## src/pkg/itsh_regs.svh

```systemverilog
`ifndef ITSH_REGS_SVH
`define ITSH_REGS_SVH

// ==========================================================================
// Input terminal function codes.
`define ITSH_FN_UP            8'h1B
`define ITSH_FN_DOWN          8'h1C
`define ITSH_FN_P_ONLY        8'h2B
`define ITSH_FN_ANALOG_HOLD   8'h41
`define ITSH_FN_PULSE_COUNT   8'h4A
`define ITSH_FN_PULSE_CLEAR   8'h4B

// ==========================================================================
// Motor control method codes that select a vector-control method.
`define ITSH_METHOD_SLV       8'h03
`define ITSH_METHOD_SLV_0HZ   8'h04
`define ITSH_METHOD_VECTOR    8'h05

// Up/down memory setting value that enables retention.
`define ITSH_UD_MEM_ON        8'h01

// ==========================================================================
// Gain limits. P-only gain is in units of 0.001, PI gains in units of 0.1 %.
`define ITSH_P_GAIN_MIN       14'h0001
`define ITSH_P_GAIN_MAX       14'h2710
`define ITSH_PI_GAIN_MAX      14'h2710

// Speed variation numerator: 10 % in units of 0.01 %, over a gain in 0.001.
`define ITSH_VAR_NUMER        20'hF4240

// ==========================================================================
// Terminal sampling: one sample every 2000 us at a 125 MHz clock.
`define ITSH_SAMPLE_PERIOD_US 2000
`define ITSH_CLK_MHZ          125
`define ITSH_SAMPLE_CYCLES    (`ITSH_SAMPLE_PERIOD_US * `ITSH_CLK_MHZ)

// Cumulative counter value after any clear.
`define ITSH_COUNT_CLEAR      32'h0000_0000

`endif

```

## src/pkg/itsh_pkg.sv

```systemverilog
package itsh_pkg;

	// ======================================================================
	// Speed loop compensation mode.
	typedef enum logic {
		ITSH_MODE_PI,
		ITSH_MODE_P
	} itsh_comp_mode_t;

	// Gain set handed to the speed loop.
	typedef struct packed {
		logic [13:0] prop;
		logic [13:0] integ;
		logic        integ_en;
	} itsh_loop_gain_t;

	// Frequency words kept in or restored from retained memory.
	typedef struct packed {
		logic [15:0] adj;
		logic [15:0] base;
	} itsh_retain_t;

endpackage : itsh_pkg

```

## src/itsh_terminal_block.sv

```systemverilog
// Contract
// - Mode input off: run PI compensation.
// - Mode input on: proportional only, no integral.
// - Mode input exists only where code 43 assigned.
// - No code 43 assigned: always PI.
// - Switching only under vector methods 03/04/05.
// - P-only gain 0.001 to 10.00 used.
// - PI gains accept 0.0 to 1000 percent.
// - Speed variation equals ten over P gain.
// - Hold active freezes analog frequency command.
// - Up/down adjusts from the frozen value.
// - Memory setting 01 stores adjusted result.
// - Restart under hold uses previous held value.
// - Count pulses, expose on counter monitor.
// - Counter cleared at power-on and reset.
// - Clear input zeroes the counter.
// - Fast pulses beyond response limit not counted.
`timescale 1ns/1ps

`include "itsh_regs.svh"

module itsh_terminal_block
	import itsh_pkg::*;
#(
	parameter int          TERMS        = 8,
	parameter int          FREQ_W       = 16,
	parameter int          COUNT_W      = 32,
	parameter int          TICK_CYCLES  = `ITSH_SAMPLE_CYCLES,
	parameter logic [15:0] UD_STEP      = 16'h0001
) (
	input  wire logic                   sys_clk,
	input  wire logic                   reset_n,
	input  wire logic [TERMS-1:0]       term_level,
	input  wire logic [TERMS-1:0][7:0]  input_terminal_function_sel,
	input  wire logic [TERMS-1:0][7:0]  input_response_time,
	input  wire logic [7:0]             motor_control_method,
	input  wire logic [7:0]             updown_memory_sel,
	input  wire logic [13:0]            pi_prop_gain,
	input  wire logic [13:0]            pi_integral_gain,
	input  wire logic [13:0]            p_only_gain,
	input  wire logic                   reset_input,
	input  wire logic [FREQ_W-1:0]      analog_freq,
	input  wire itsh_retain_t           retained_in,
	output itsh_comp_mode_t             comp_mode,
	output itsh_loop_gain_t             loop_gain,
	output logic [19:0]                 speed_variation,
	output logic                        speed_variation_valid,
	output logic [FREQ_W-1:0]           freq_command,
	output itsh_retain_t                retained_out,
	output logic                        retained_wr,
	output logic [COUNT_W-1:0]          pulse_counter_monitor
);

	// ======================================================================
	// Elaboration checks.
	if (TERMS < 1 || TERMS > 8)
		$error("itsh_terminal_block: TERMS must be 1 to 8");
	if (FREQ_W != 16)
		$error("itsh_terminal_block: FREQ_W must be 16 to match retained words");
	if (TICK_CYCLES < 2 || COUNT_W < 8)
		$error("itsh_terminal_block: TICK_CYCLES or COUNT_W too small");

	// ======================================================================
	// Sample tick divider.

	// A full 32-bit count so that slow sample periods need no width change.
	logic [31:0] tick_count;
	wire         sample_tick = tick_count == 32'(TICK_CYCLES - 1);

	// One enable pulse per sample period drives every terminal filter.
	always_ff @(posedge sys_clk or negedge reset_n) begin
		if (!reset_n) begin
			tick_count <= 32'h0000_0000;
		end else begin
			tick_count <= sample_tick ? 32'h0000_0000 : tick_count + 32'h0000_0001;
		end
	end

	// ======================================================================
	// Terminal filters and function decode.

	logic [TERMS-1:0] term_filtered;

	for (genvar t = 0; t < TERMS; t++) begin : g_term
		itsh_term_filter u_filter (
			.sys_clk     (sys_clk),
			.reset_n     (reset_n),
			.sample_tick (sample_tick),
			.raw         (term_level[t]),
			.resp_time   (input_response_time[t]),
			.level       (term_filtered[t])
		);
	end

	// Each function is the OR of every terminal that carries its code.
	function automatic logic [1:0] fn_state(
		input logic [TERMS-1:0][7:0] sel,
		input logic [TERMS-1:0]      lvl,
		input logic [TERMS-1:0]      raw,
		input logic [7:0]            code
	);
		logic [1:0] acc;
		acc = 2'b00;
		for (int i = 0; i < TERMS; i++) begin
			if (sel[i] == code) begin
				acc[0] = acc[0] | lvl[i];
				acc[1] = acc[1] | raw[i];
			end
		end
		return acc;
	endfunction : fn_state

	// Bit 0 is the filtered function level, bit 1 the raw terminal level.
	wire [1:0] p_only_fn = fn_state(input_terminal_function_sel, term_filtered, term_level, `ITSH_FN_P_ONLY);
	wire [1:0] hold_fn   = fn_state(input_terminal_function_sel, term_filtered, term_level, `ITSH_FN_ANALOG_HOLD);
	wire [1:0] up_fn     = fn_state(input_terminal_function_sel, term_filtered, term_level, `ITSH_FN_UP);
	wire [1:0] down_fn   = fn_state(input_terminal_function_sel, term_filtered, term_level, `ITSH_FN_DOWN);
	wire [1:0] pulse_fn  = fn_state(input_terminal_function_sel, term_filtered, term_level, `ITSH_FN_PULSE_COUNT);
	wire [1:0] clear_fn  = fn_state(input_terminal_function_sel, term_filtered, term_level, `ITSH_FN_PULSE_CLEAR);

	// ======================================================================
	// Compensation mode and gain selection.

	// A terminal without code 43 never drives the mode, so the OR stays low.
	wire vector_method = motor_control_method == `ITSH_METHOD_SLV
	                  || motor_control_method == `ITSH_METHOD_SLV_0HZ
	                  || motor_control_method == `ITSH_METHOD_VECTOR;
	wire mode_input    = p_only_fn[0];
	wire p_only_now    = mode_input && vector_method;

	// Settings outside their range are clamped rather than refused.
	wire [13:0] p_gain_clamped  = (p_only_gain < `ITSH_P_GAIN_MIN) ? `ITSH_P_GAIN_MIN
	                            : (p_only_gain > `ITSH_P_GAIN_MAX) ? `ITSH_P_GAIN_MAX
	                            : p_only_gain;
	wire [13:0] pi_prop_clamped = (pi_prop_gain > `ITSH_PI_GAIN_MAX) ? `ITSH_PI_GAIN_MAX
	                            : pi_prop_gain;
	wire [13:0] pi_int_clamped  = (pi_integral_gain > `ITSH_PI_GAIN_MAX) ? `ITSH_PI_GAIN_MAX
	                            : pi_integral_gain;

	itsh_loop_gain_t next_loop_gain;
	always_comb begin
		next_loop_gain = '0;
		if (p_only_now) begin
			next_loop_gain.prop     = p_gain_clamped;
			next_loop_gain.integ    = 14'h0000;
			next_loop_gain.integ_en = 1'b0;
		end else begin
			next_loop_gain.prop     = pi_prop_clamped;
			next_loop_gain.integ    = pi_int_clamped;
			next_loop_gain.integ_en = 1'b1;
		end
	end

	// Registered so the speed loop sees the mode and gains change together.
	always_ff @(posedge sys_clk or negedge reset_n) begin
		if (!reset_n) begin
			comp_mode <= ITSH_MODE_PI;
			loop_gain <= '0;
		end else begin
			comp_mode <= p_only_now ? ITSH_MODE_P : ITSH_MODE_PI;
			loop_gain <= next_loop_gain;
		end
	end

	// ======================================================================
	// Speed variation estimate, 10 % divided by the P-only gain.

	typedef enum {DIV_IDLE, DIV_RUN} itsh_div_state_t;
	itsh_div_state_t div_state;
	logic [13:0] div_divisor;
	logic [14:0] div_rem;
	logic [19:0] div_quo;
	logic [4:0]  div_step;
	wire  [14:0] rem_shift  = {div_rem[13:0], div_quo[19]};
	wire         rem_ge     = rem_shift >= {1'b0, div_divisor};
	wire  [14:0] rem_sub    = rem_shift - {1'b0, div_divisor};
	wire         gain_moved = p_gain_clamped != div_divisor;

	// A restoring divider, 20 steps; the result is redone when the gain moves.
	always_ff @(posedge sys_clk or negedge reset_n) begin
		if (!reset_n) begin
			div_state             <= DIV_IDLE;
			div_divisor           <= 14'h0000;
			div_rem               <= 15'h0000;
			div_quo               <= 20'h00000;
			div_step              <= 5'h00;
			speed_variation       <= 20'h00000;
			speed_variation_valid <= 1'b0;
		end else begin
			unique case (div_state)
				DIV_IDLE: begin
					if (gain_moved) begin
						div_divisor           <= p_gain_clamped;
						div_rem               <= 15'h0000;
						div_quo               <= `ITSH_VAR_NUMER;
						div_step              <= 5'h00;
						speed_variation_valid <= 1'b0;
						div_state             <= DIV_RUN;
					end
				end
				DIV_RUN: begin
					div_rem  <= rem_ge ? rem_sub : rem_shift;
					div_quo  <= {div_quo[18:0], rem_ge};
					div_step <= div_step + 5'h01;
					// A gain that moved mid-division leaves the result stale, so it is
					// not flagged valid; the idle state then starts over.
					if (div_step == 5'h13) begin
						speed_variation       <= {div_quo[18:0], rem_ge};
						speed_variation_valid <= !gain_moved;
						div_state             <= DIV_IDLE;
					end
				end
			endcase
		end
	end

	// ======================================================================
	// Internal restart: power-on release or the reset terminal released.

	// A falling reset terminal restarts the hold logic just as power-on does.
	logic restore_pending;
	logic reset_term_prev;
	wire  restore_now = restore_pending || (reset_term_prev && !reset_input);

	// The restart is acted on one clock after reset_n rises, never under it.
	always_ff @(posedge sys_clk or negedge reset_n) begin
		if (!reset_n) begin
			restore_pending <= 1'b1;
			reset_term_prev <= 1'b0;
		end else begin
			restore_pending <= 1'b0;
			reset_term_prev <= reset_input;
		end
	end

	// ======================================================================
	// Analog command hold with up/down adjustment.

	// Up and down together cancel, and both are ignored outside a hold.
	logic [FREQ_W-1:0] hold_base;
	logic [FREQ_W-1:0] hold_adj;
	logic              hold_latched;
	logic              hold_prev;
	wire               hold_active = hold_fn[0] || hold_latched;
	wire               hold_rise   = hold_fn[0] && !hold_prev && !hold_latched;
	wire               ud_mem_on   = updown_memory_sel == `ITSH_UD_MEM_ON;
	wire               up_step     = sample_tick && up_fn[0] && !down_fn[0];
	wire               down_step   = sample_tick && down_fn[0] && !up_fn[0];
	wire [FREQ_W:0]    adj_up      = {1'b0, hold_adj} + {1'b0, UD_STEP};
	wire [FREQ_W-1:0]  adj_up_sat  = adj_up[FREQ_W] ? {FREQ_W{1'b1}} : adj_up[FREQ_W-1:0];
	wire [FREQ_W-1:0]  adj_dn_sat  = (hold_adj < UD_STEP) ? {FREQ_W{1'b0}} : hold_adj - UD_STEP;

	// On restart the raw terminal decides whether the held words come back,
	// because the filtered level needs a few samples to settle.
	always_ff @(posedge sys_clk or negedge reset_n) begin
		if (!reset_n) begin
			hold_base    <= '0;
			hold_adj     <= '0;
			hold_latched <= 1'b0;
			hold_prev    <= 1'b0;
		end else begin
			hold_prev <= hold_fn[0];
			if (restore_now) begin
				hold_latched <= hold_fn[1];
				hold_base    <= retained_in.base;
				hold_adj     <= ud_mem_on ? retained_in.adj : retained_in.base;
			end else if (reset_input) begin
				hold_latched <= hold_latched;
			end else begin
				if (!hold_fn[1]) begin
					hold_latched <= 1'b0;
				end
				if (hold_rise) begin
					hold_base <= analog_freq;
					hold_adj  <= analog_freq;
				end else if (hold_active && up_step) begin
					hold_adj <= adj_up_sat;
				end else if (hold_active && down_step) begin
					hold_adj <= adj_dn_sat;
				end
			end
		end
	end

	// Live analog follows through only while no hold is in force.
	always_ff @(posedge sys_clk or negedge reset_n) begin
		if (!reset_n) begin
			freq_command <= '0;
		end else begin
			freq_command <= hold_active ? hold_adj : analog_freq;
		end
	end

	// ======================================================================
	// Retained memory write-back.

	itsh_retain_t next_retained;
	always_comb begin
		next_retained.base = hold_base;
		next_retained.adj  = ud_mem_on ? hold_adj : hold_base;
	end

	// A write pulse is raised only when the retained words actually change.
	always_ff @(posedge sys_clk or negedge reset_n) begin
		if (!reset_n) begin
			retained_out <= '0;
			retained_wr  <= 1'b0;
		end else begin
			retained_wr  <= 1'b0;
			if (!restore_now && !reset_input && next_retained != retained_out) begin
				retained_out <= next_retained;
				retained_wr  <= 1'b1;
			end
		end
	end

	// ======================================================================
	// Cumulative pulse counter.

	// Edge detect on the filtered level; a clear wins over a same-cycle edge.
	logic pulse_prev;
	wire  pulse_rise = pulse_fn[0] && !pulse_prev;
	wire  count_zero = clear_fn[0] || reset_input;

	// Pulses above the filter limit never reach pulse_fn[0], so they are lost;
	// sources should stay well below it.
	always_ff @(posedge sys_clk or negedge reset_n) begin
		if (!reset_n) begin
			pulse_prev            <= 1'b0;
			pulse_counter_monitor <= COUNT_W'(`ITSH_COUNT_CLEAR);
		end else begin
			pulse_prev <= pulse_fn[0];
			if (count_zero) begin
				pulse_counter_monitor <= COUNT_W'(`ITSH_COUNT_CLEAR);
			end else if (pulse_rise) begin
				pulse_counter_monitor <= pulse_counter_monitor + COUNT_W'(1);
			end
		end
	end

endmodule : itsh_terminal_block

```

## src/itsh_term_filter.sv

```systemverilog
`timescale 1ns/1ps

// ==========================================================================
// Response-time filter for one input terminal.
module itsh_term_filter (
	input  wire logic       sys_clk,
	input  wire logic       reset_n,
	input  wire logic       sample_tick,
	input  wire logic       raw,
	input  wire logic [7:0] resp_time,
	output logic            level
);

	logic [8:0] diff_count;
	wire  [8:0] accept_at = {1'b0, resp_time} + 9'h001;
	wire        differs   = raw != level;

	// A new level is taken after resp_time + 2 samples that all disagree,
	// so a half period of exactly (resp_time + 1) samples is rejected.
	always_ff @(posedge sys_clk or negedge reset_n) begin
		if (!reset_n) begin
			level      <= 1'b0;
			diff_count <= 9'h000;
		end else if (sample_tick) begin
			if (!differs) begin
				diff_count <= 9'h000;
			end else if (diff_count == accept_at) begin
				level      <= raw;
				diff_count <= 9'h000;
			end else begin
				diff_count <= diff_count + 9'h001;
			end
		end
	end

endmodule : itsh_term_filter

```

## config.mk

```make
export PLATFORM = sky130hd
export DESIGN_NAME = itsh_terminal_block
export DESIGN_NICKNAME = d
export VERILOG_FILES = /design/src/pkg/itsh_pkg.sv /design/src/itsh_terminal_block.sv /design/src/itsh_term_filter.sv
export VERILOG_INCLUDE_DIRS = /design/src /design/src/pkg
export SDC_FILE = /design/constraint.sdc
export NUM_CORES = 1
export LEC_CHECK = 0
export BUFFER_PORTS_ARGS = -buffer_cell sky130_fd_sc_hd__buf_4
export CORE_MARGIN = 2
export CORE_UTILIZATION = 50
export DETAILED_ROUTE_END_ITERATION = 8
export PLACE_DENSITY = 0.84
export SLEW_MARGIN = 0
export SYNTH_ARGS = -nofsm -noshare
export SYNTH_HDL_FRONTEND = slang
export SYNTH_SLANG_ARGS = --single-unit
export TNS_END_PERCENT = 1
```

## constraint.sdc

```tcl
create_clock -name sys_clk -period 7.68 [get_ports sys_clk]
set_input_delay 0.768 -clock sys_clk [delete_from_list [all_inputs] [get_ports sys_clk]]
set_output_delay 0.768 -clock sys_clk [all_outputs]
set_load 0.05 [all_outputs]
```

==> metrics.md <==
| Metric | Value |
|---|---|
| DRC viols | 0 |
| Max H-tree Level | 2 |
| Syn nets | 2539 |
| Crit end category | register |
| Post-synth ARST share | 100% |
| Via density per instance | 6.09 |
| Area grow syn2layout | 21.8% |
| Storage cell area | 8380 um2 |
| Unrepaired setup endpoints after global routing | false |
| Vias in the first global route | 18645 |
| Clk root buf | clkbuf_16 |
| Reg clk slew, reported paths | 60 ps |
| Post-CTS setup buffers | 0 |
| Post-CTS Resized | 0 |
| Post-Syn Area | 20600 um2 |
| Remaining Overflow, GRT | 0 |
| Commonest non-fill, non-tap cell in the layout | buf_4 |
| Worst EP required | 8100 ps |
| Synth warn | 0 |
| Layout cells sized above 1 | 20.6% |
| Period utilisation layout | 51.9% |
| Hold slack final | 242 ps |
| Routed WL | 62200 um |
| Cell Chain, Critical Path | buf_4 > nor4b_1 > nand2_2 > mux2i_1 > xnor2_1 > nand3_1 > nor3_1 > a211oi_4 > buf_4 > mux2_1 |
| NumNets Final | 2874 |
| Largest net degree at the start of global routing | 112 |
| Clock buffer depth | 3 |
| Flop2flop setup slack | 4040 ps |
| Overall routing resource usage | 28.6% |
| Initial DRC count | 1755 |
| Final ANT Viol Nets | 0 |
| GP Congestion | 0.927 |
| Filler cell count | 3326 |
| Clk_lat worst skew | 550 ps |
| Die X | 207 um |
| Dpl cell area | 23900 um2 |
| Critical Path Fanout Max | 32 |
| Final core utilization | 61.6% |
| WP data arrival | 4400 ps |
| Most frequent cells in the layout | 396 x buf_4, 334 x dfrtp_1, 230 x nand2_1, 144 x nor2_1, 133 x nand3_1 |
| Worst slew pin tran | 1220 ps |
| Average size of a mapped cell | 9.12 um2 |
| Core area | 40700 um2 |
| Hold Path Class | input port to asynchronous set/reset pin |
| Final setup viols | 0 |
| Die H | 207 um |
| Finished Layout Cells | 3152 |
| CP peak stage delay | 680 ps |
| PD cells | 257 nW/um2 |
| Final Slew Violations | 0 |
| Library cells used by synthesis | 89 |
| Initial Utilization | 50.5% |
| Ys flop type | dfrtp_1 |
| FF-to-FF Start | tick_count[4] |
| Setup_tns | 0 ps |
| Area occupied by multi-input gates | 11600 um2 |
| Setup Crit Path Kind | input port to register |
| Worst setup SP type | input port |
| First-pass GRT wire length | 97400 um |
| Skew final | 22.7 ps |
| Final hold vios | 0 |
| Max-slew headroom | 17.4% |
| Fmax achieved | 251 MHz |
| CP most frequent cell | buf_4 |
| Post-synth EDFFs | 0 |
| Total number of vias | 19184 |
| R2R depth | 7 |
| Seq cells post-synth | 335 |
| CTS Hold Bufs | 0 |
| # port buffers | 376 |
| Clock tree from TritonCTS | done |
| Status | completed |
| Peak VDD IR | 155 uV |
| Seq/Total Area, Yosys | 40.7% |
| Design Area, Final | 25100 um2 |
| Clock sink count | 335 |
| DR pass1 iterations | 5 |
| Avg WL per Cell | 19.7 um |
| Detailed placer's ending HPWL | 45900 um |
| Rows | 74 |
| P_leak | 11.2 nW |
| Number of max-cap violations | 0 |
| Initial antenna violation count | 1 |
| I/O pin cnt | 377 |
| Fin crit period | 3980 ps |
| Inserted Clock Buffers | 38 |
| Gate Count Post-Synth | 2258 |
| Slowest cell on the critical path | nand2_2 |
| Worst r2r dst | hold_adj[2] |
| Full die area | 42800 um2 |
| Placed insts | 3085 |
[flip-flops by register name (all words and copies together) (netlist names), 14 cells and up]
name,cells
loop_gain,29
hold_base,16
tick_count,32
pulse_counter_monitor,32
div_quo,20
speed_variation,20
hold_adj,16
g_term.u_filter.diff_count,72
div_rem,14
div_divisor,14
retained_out,32
freq_command,16
[cells by family (layout without fill, tap and decap cells)]
family	Yosys count	after routing	share of synthesized area (%)
simple gates	942	942	24.4
compound gates	401	401	12.6
flops	335	335	40.7
xor+xnor	221	221	9.40
buf+inv	181	542	3.41
mux	141	141	7.25
fa+ha+maj	36	36	2.22
other cells	1	2	0.0182
[critical path, delay by kind of cell]
family,cells,cell delay [ps]
and+or+nand+nor,4,1360
muxes,2,910
AOI/OAI and AO/OA,1,650
buffers and inverters,2,560
xor gates and xnor gates,1,110
[per-stage QoR]
| stage | setup slack [ps] | power [mW] |
|---|---|---|
| finish | 3700 | 6.44 |
| global route | 3600 | 6.78 |
| CTS | 3790 | 6.44 |
| detailed placement | 3330 | 4.65 |
| global placement | 3430 | 4.55 |
| floorplan | 4360 | 3.93 |
[where the power goes]
part           leakage [nW]  internal, mW  switching, mW
sequential             4.04          2.07          0.295
clock                 0.582          1.03          0.739
combinational          6.60         0.929           1.37
total                  11.2          4.03           2.41
[worst max path at each step]
stage | to | slack, ps | from
global placement | hold_adj[2] | 3430 | input_terminal_function_sel[13]
detailed placement | hold_adj[2] | 3330 | input_terminal_function_sel[13]
finish | retained_out[12] | 3700 | updown_memory_sel[1]
floorplan | hold_adj[14] | 4360 | input_terminal_function_sel[61]
CTS | retained_out[12] | 3790 | updown_memory_sel[1]
global route | retained_out[9] | 3600 | updown_memory_sel[1]
[cell usage after synthesis, drive strengths merged, types with 50 or more instances]
library cell,count,area [um2]
nor4,50,328
a21oi,58,290
nor2,146,553
mux2i,76,761
xor2,103,902
inv,79,297
o21ai,144,721
dfrtp,334,8360
clkbuf,82,309
nand2,231,867
nand3,133,666
and3,65,407
nand4,58,363
xnor2,118,1030
mux2,65,732
[layout make-up]
cell class | count | area share [%]
diodes | 1 | 0.00998
clock buffers | 57 | 4.44
clock inverters | 9 | 0.314
inverters | 79 | 1.18
multi-input cells | 1742 | 46.1
flip-flops and latches | 335 | 33.4
well taps | 532 | 2.65
repair buffers | 397 | 11.9
[routing by layer]
| metal | vias to the layer above | track usage, % | share of wire (%) |
|---|---|---|---|
| met5 | - | 0 | 0 |
| met4 | 0 | 10.5 | 3.4 |
| met3 | 140 | 7.61 | 8.8 |
| met2 | 809 | 48.3 | 48 |
| met1 | 9407 | 35.1 | 40 |
| li1 | 8828 | - | - |
Power figures use the tool's default switching activity.
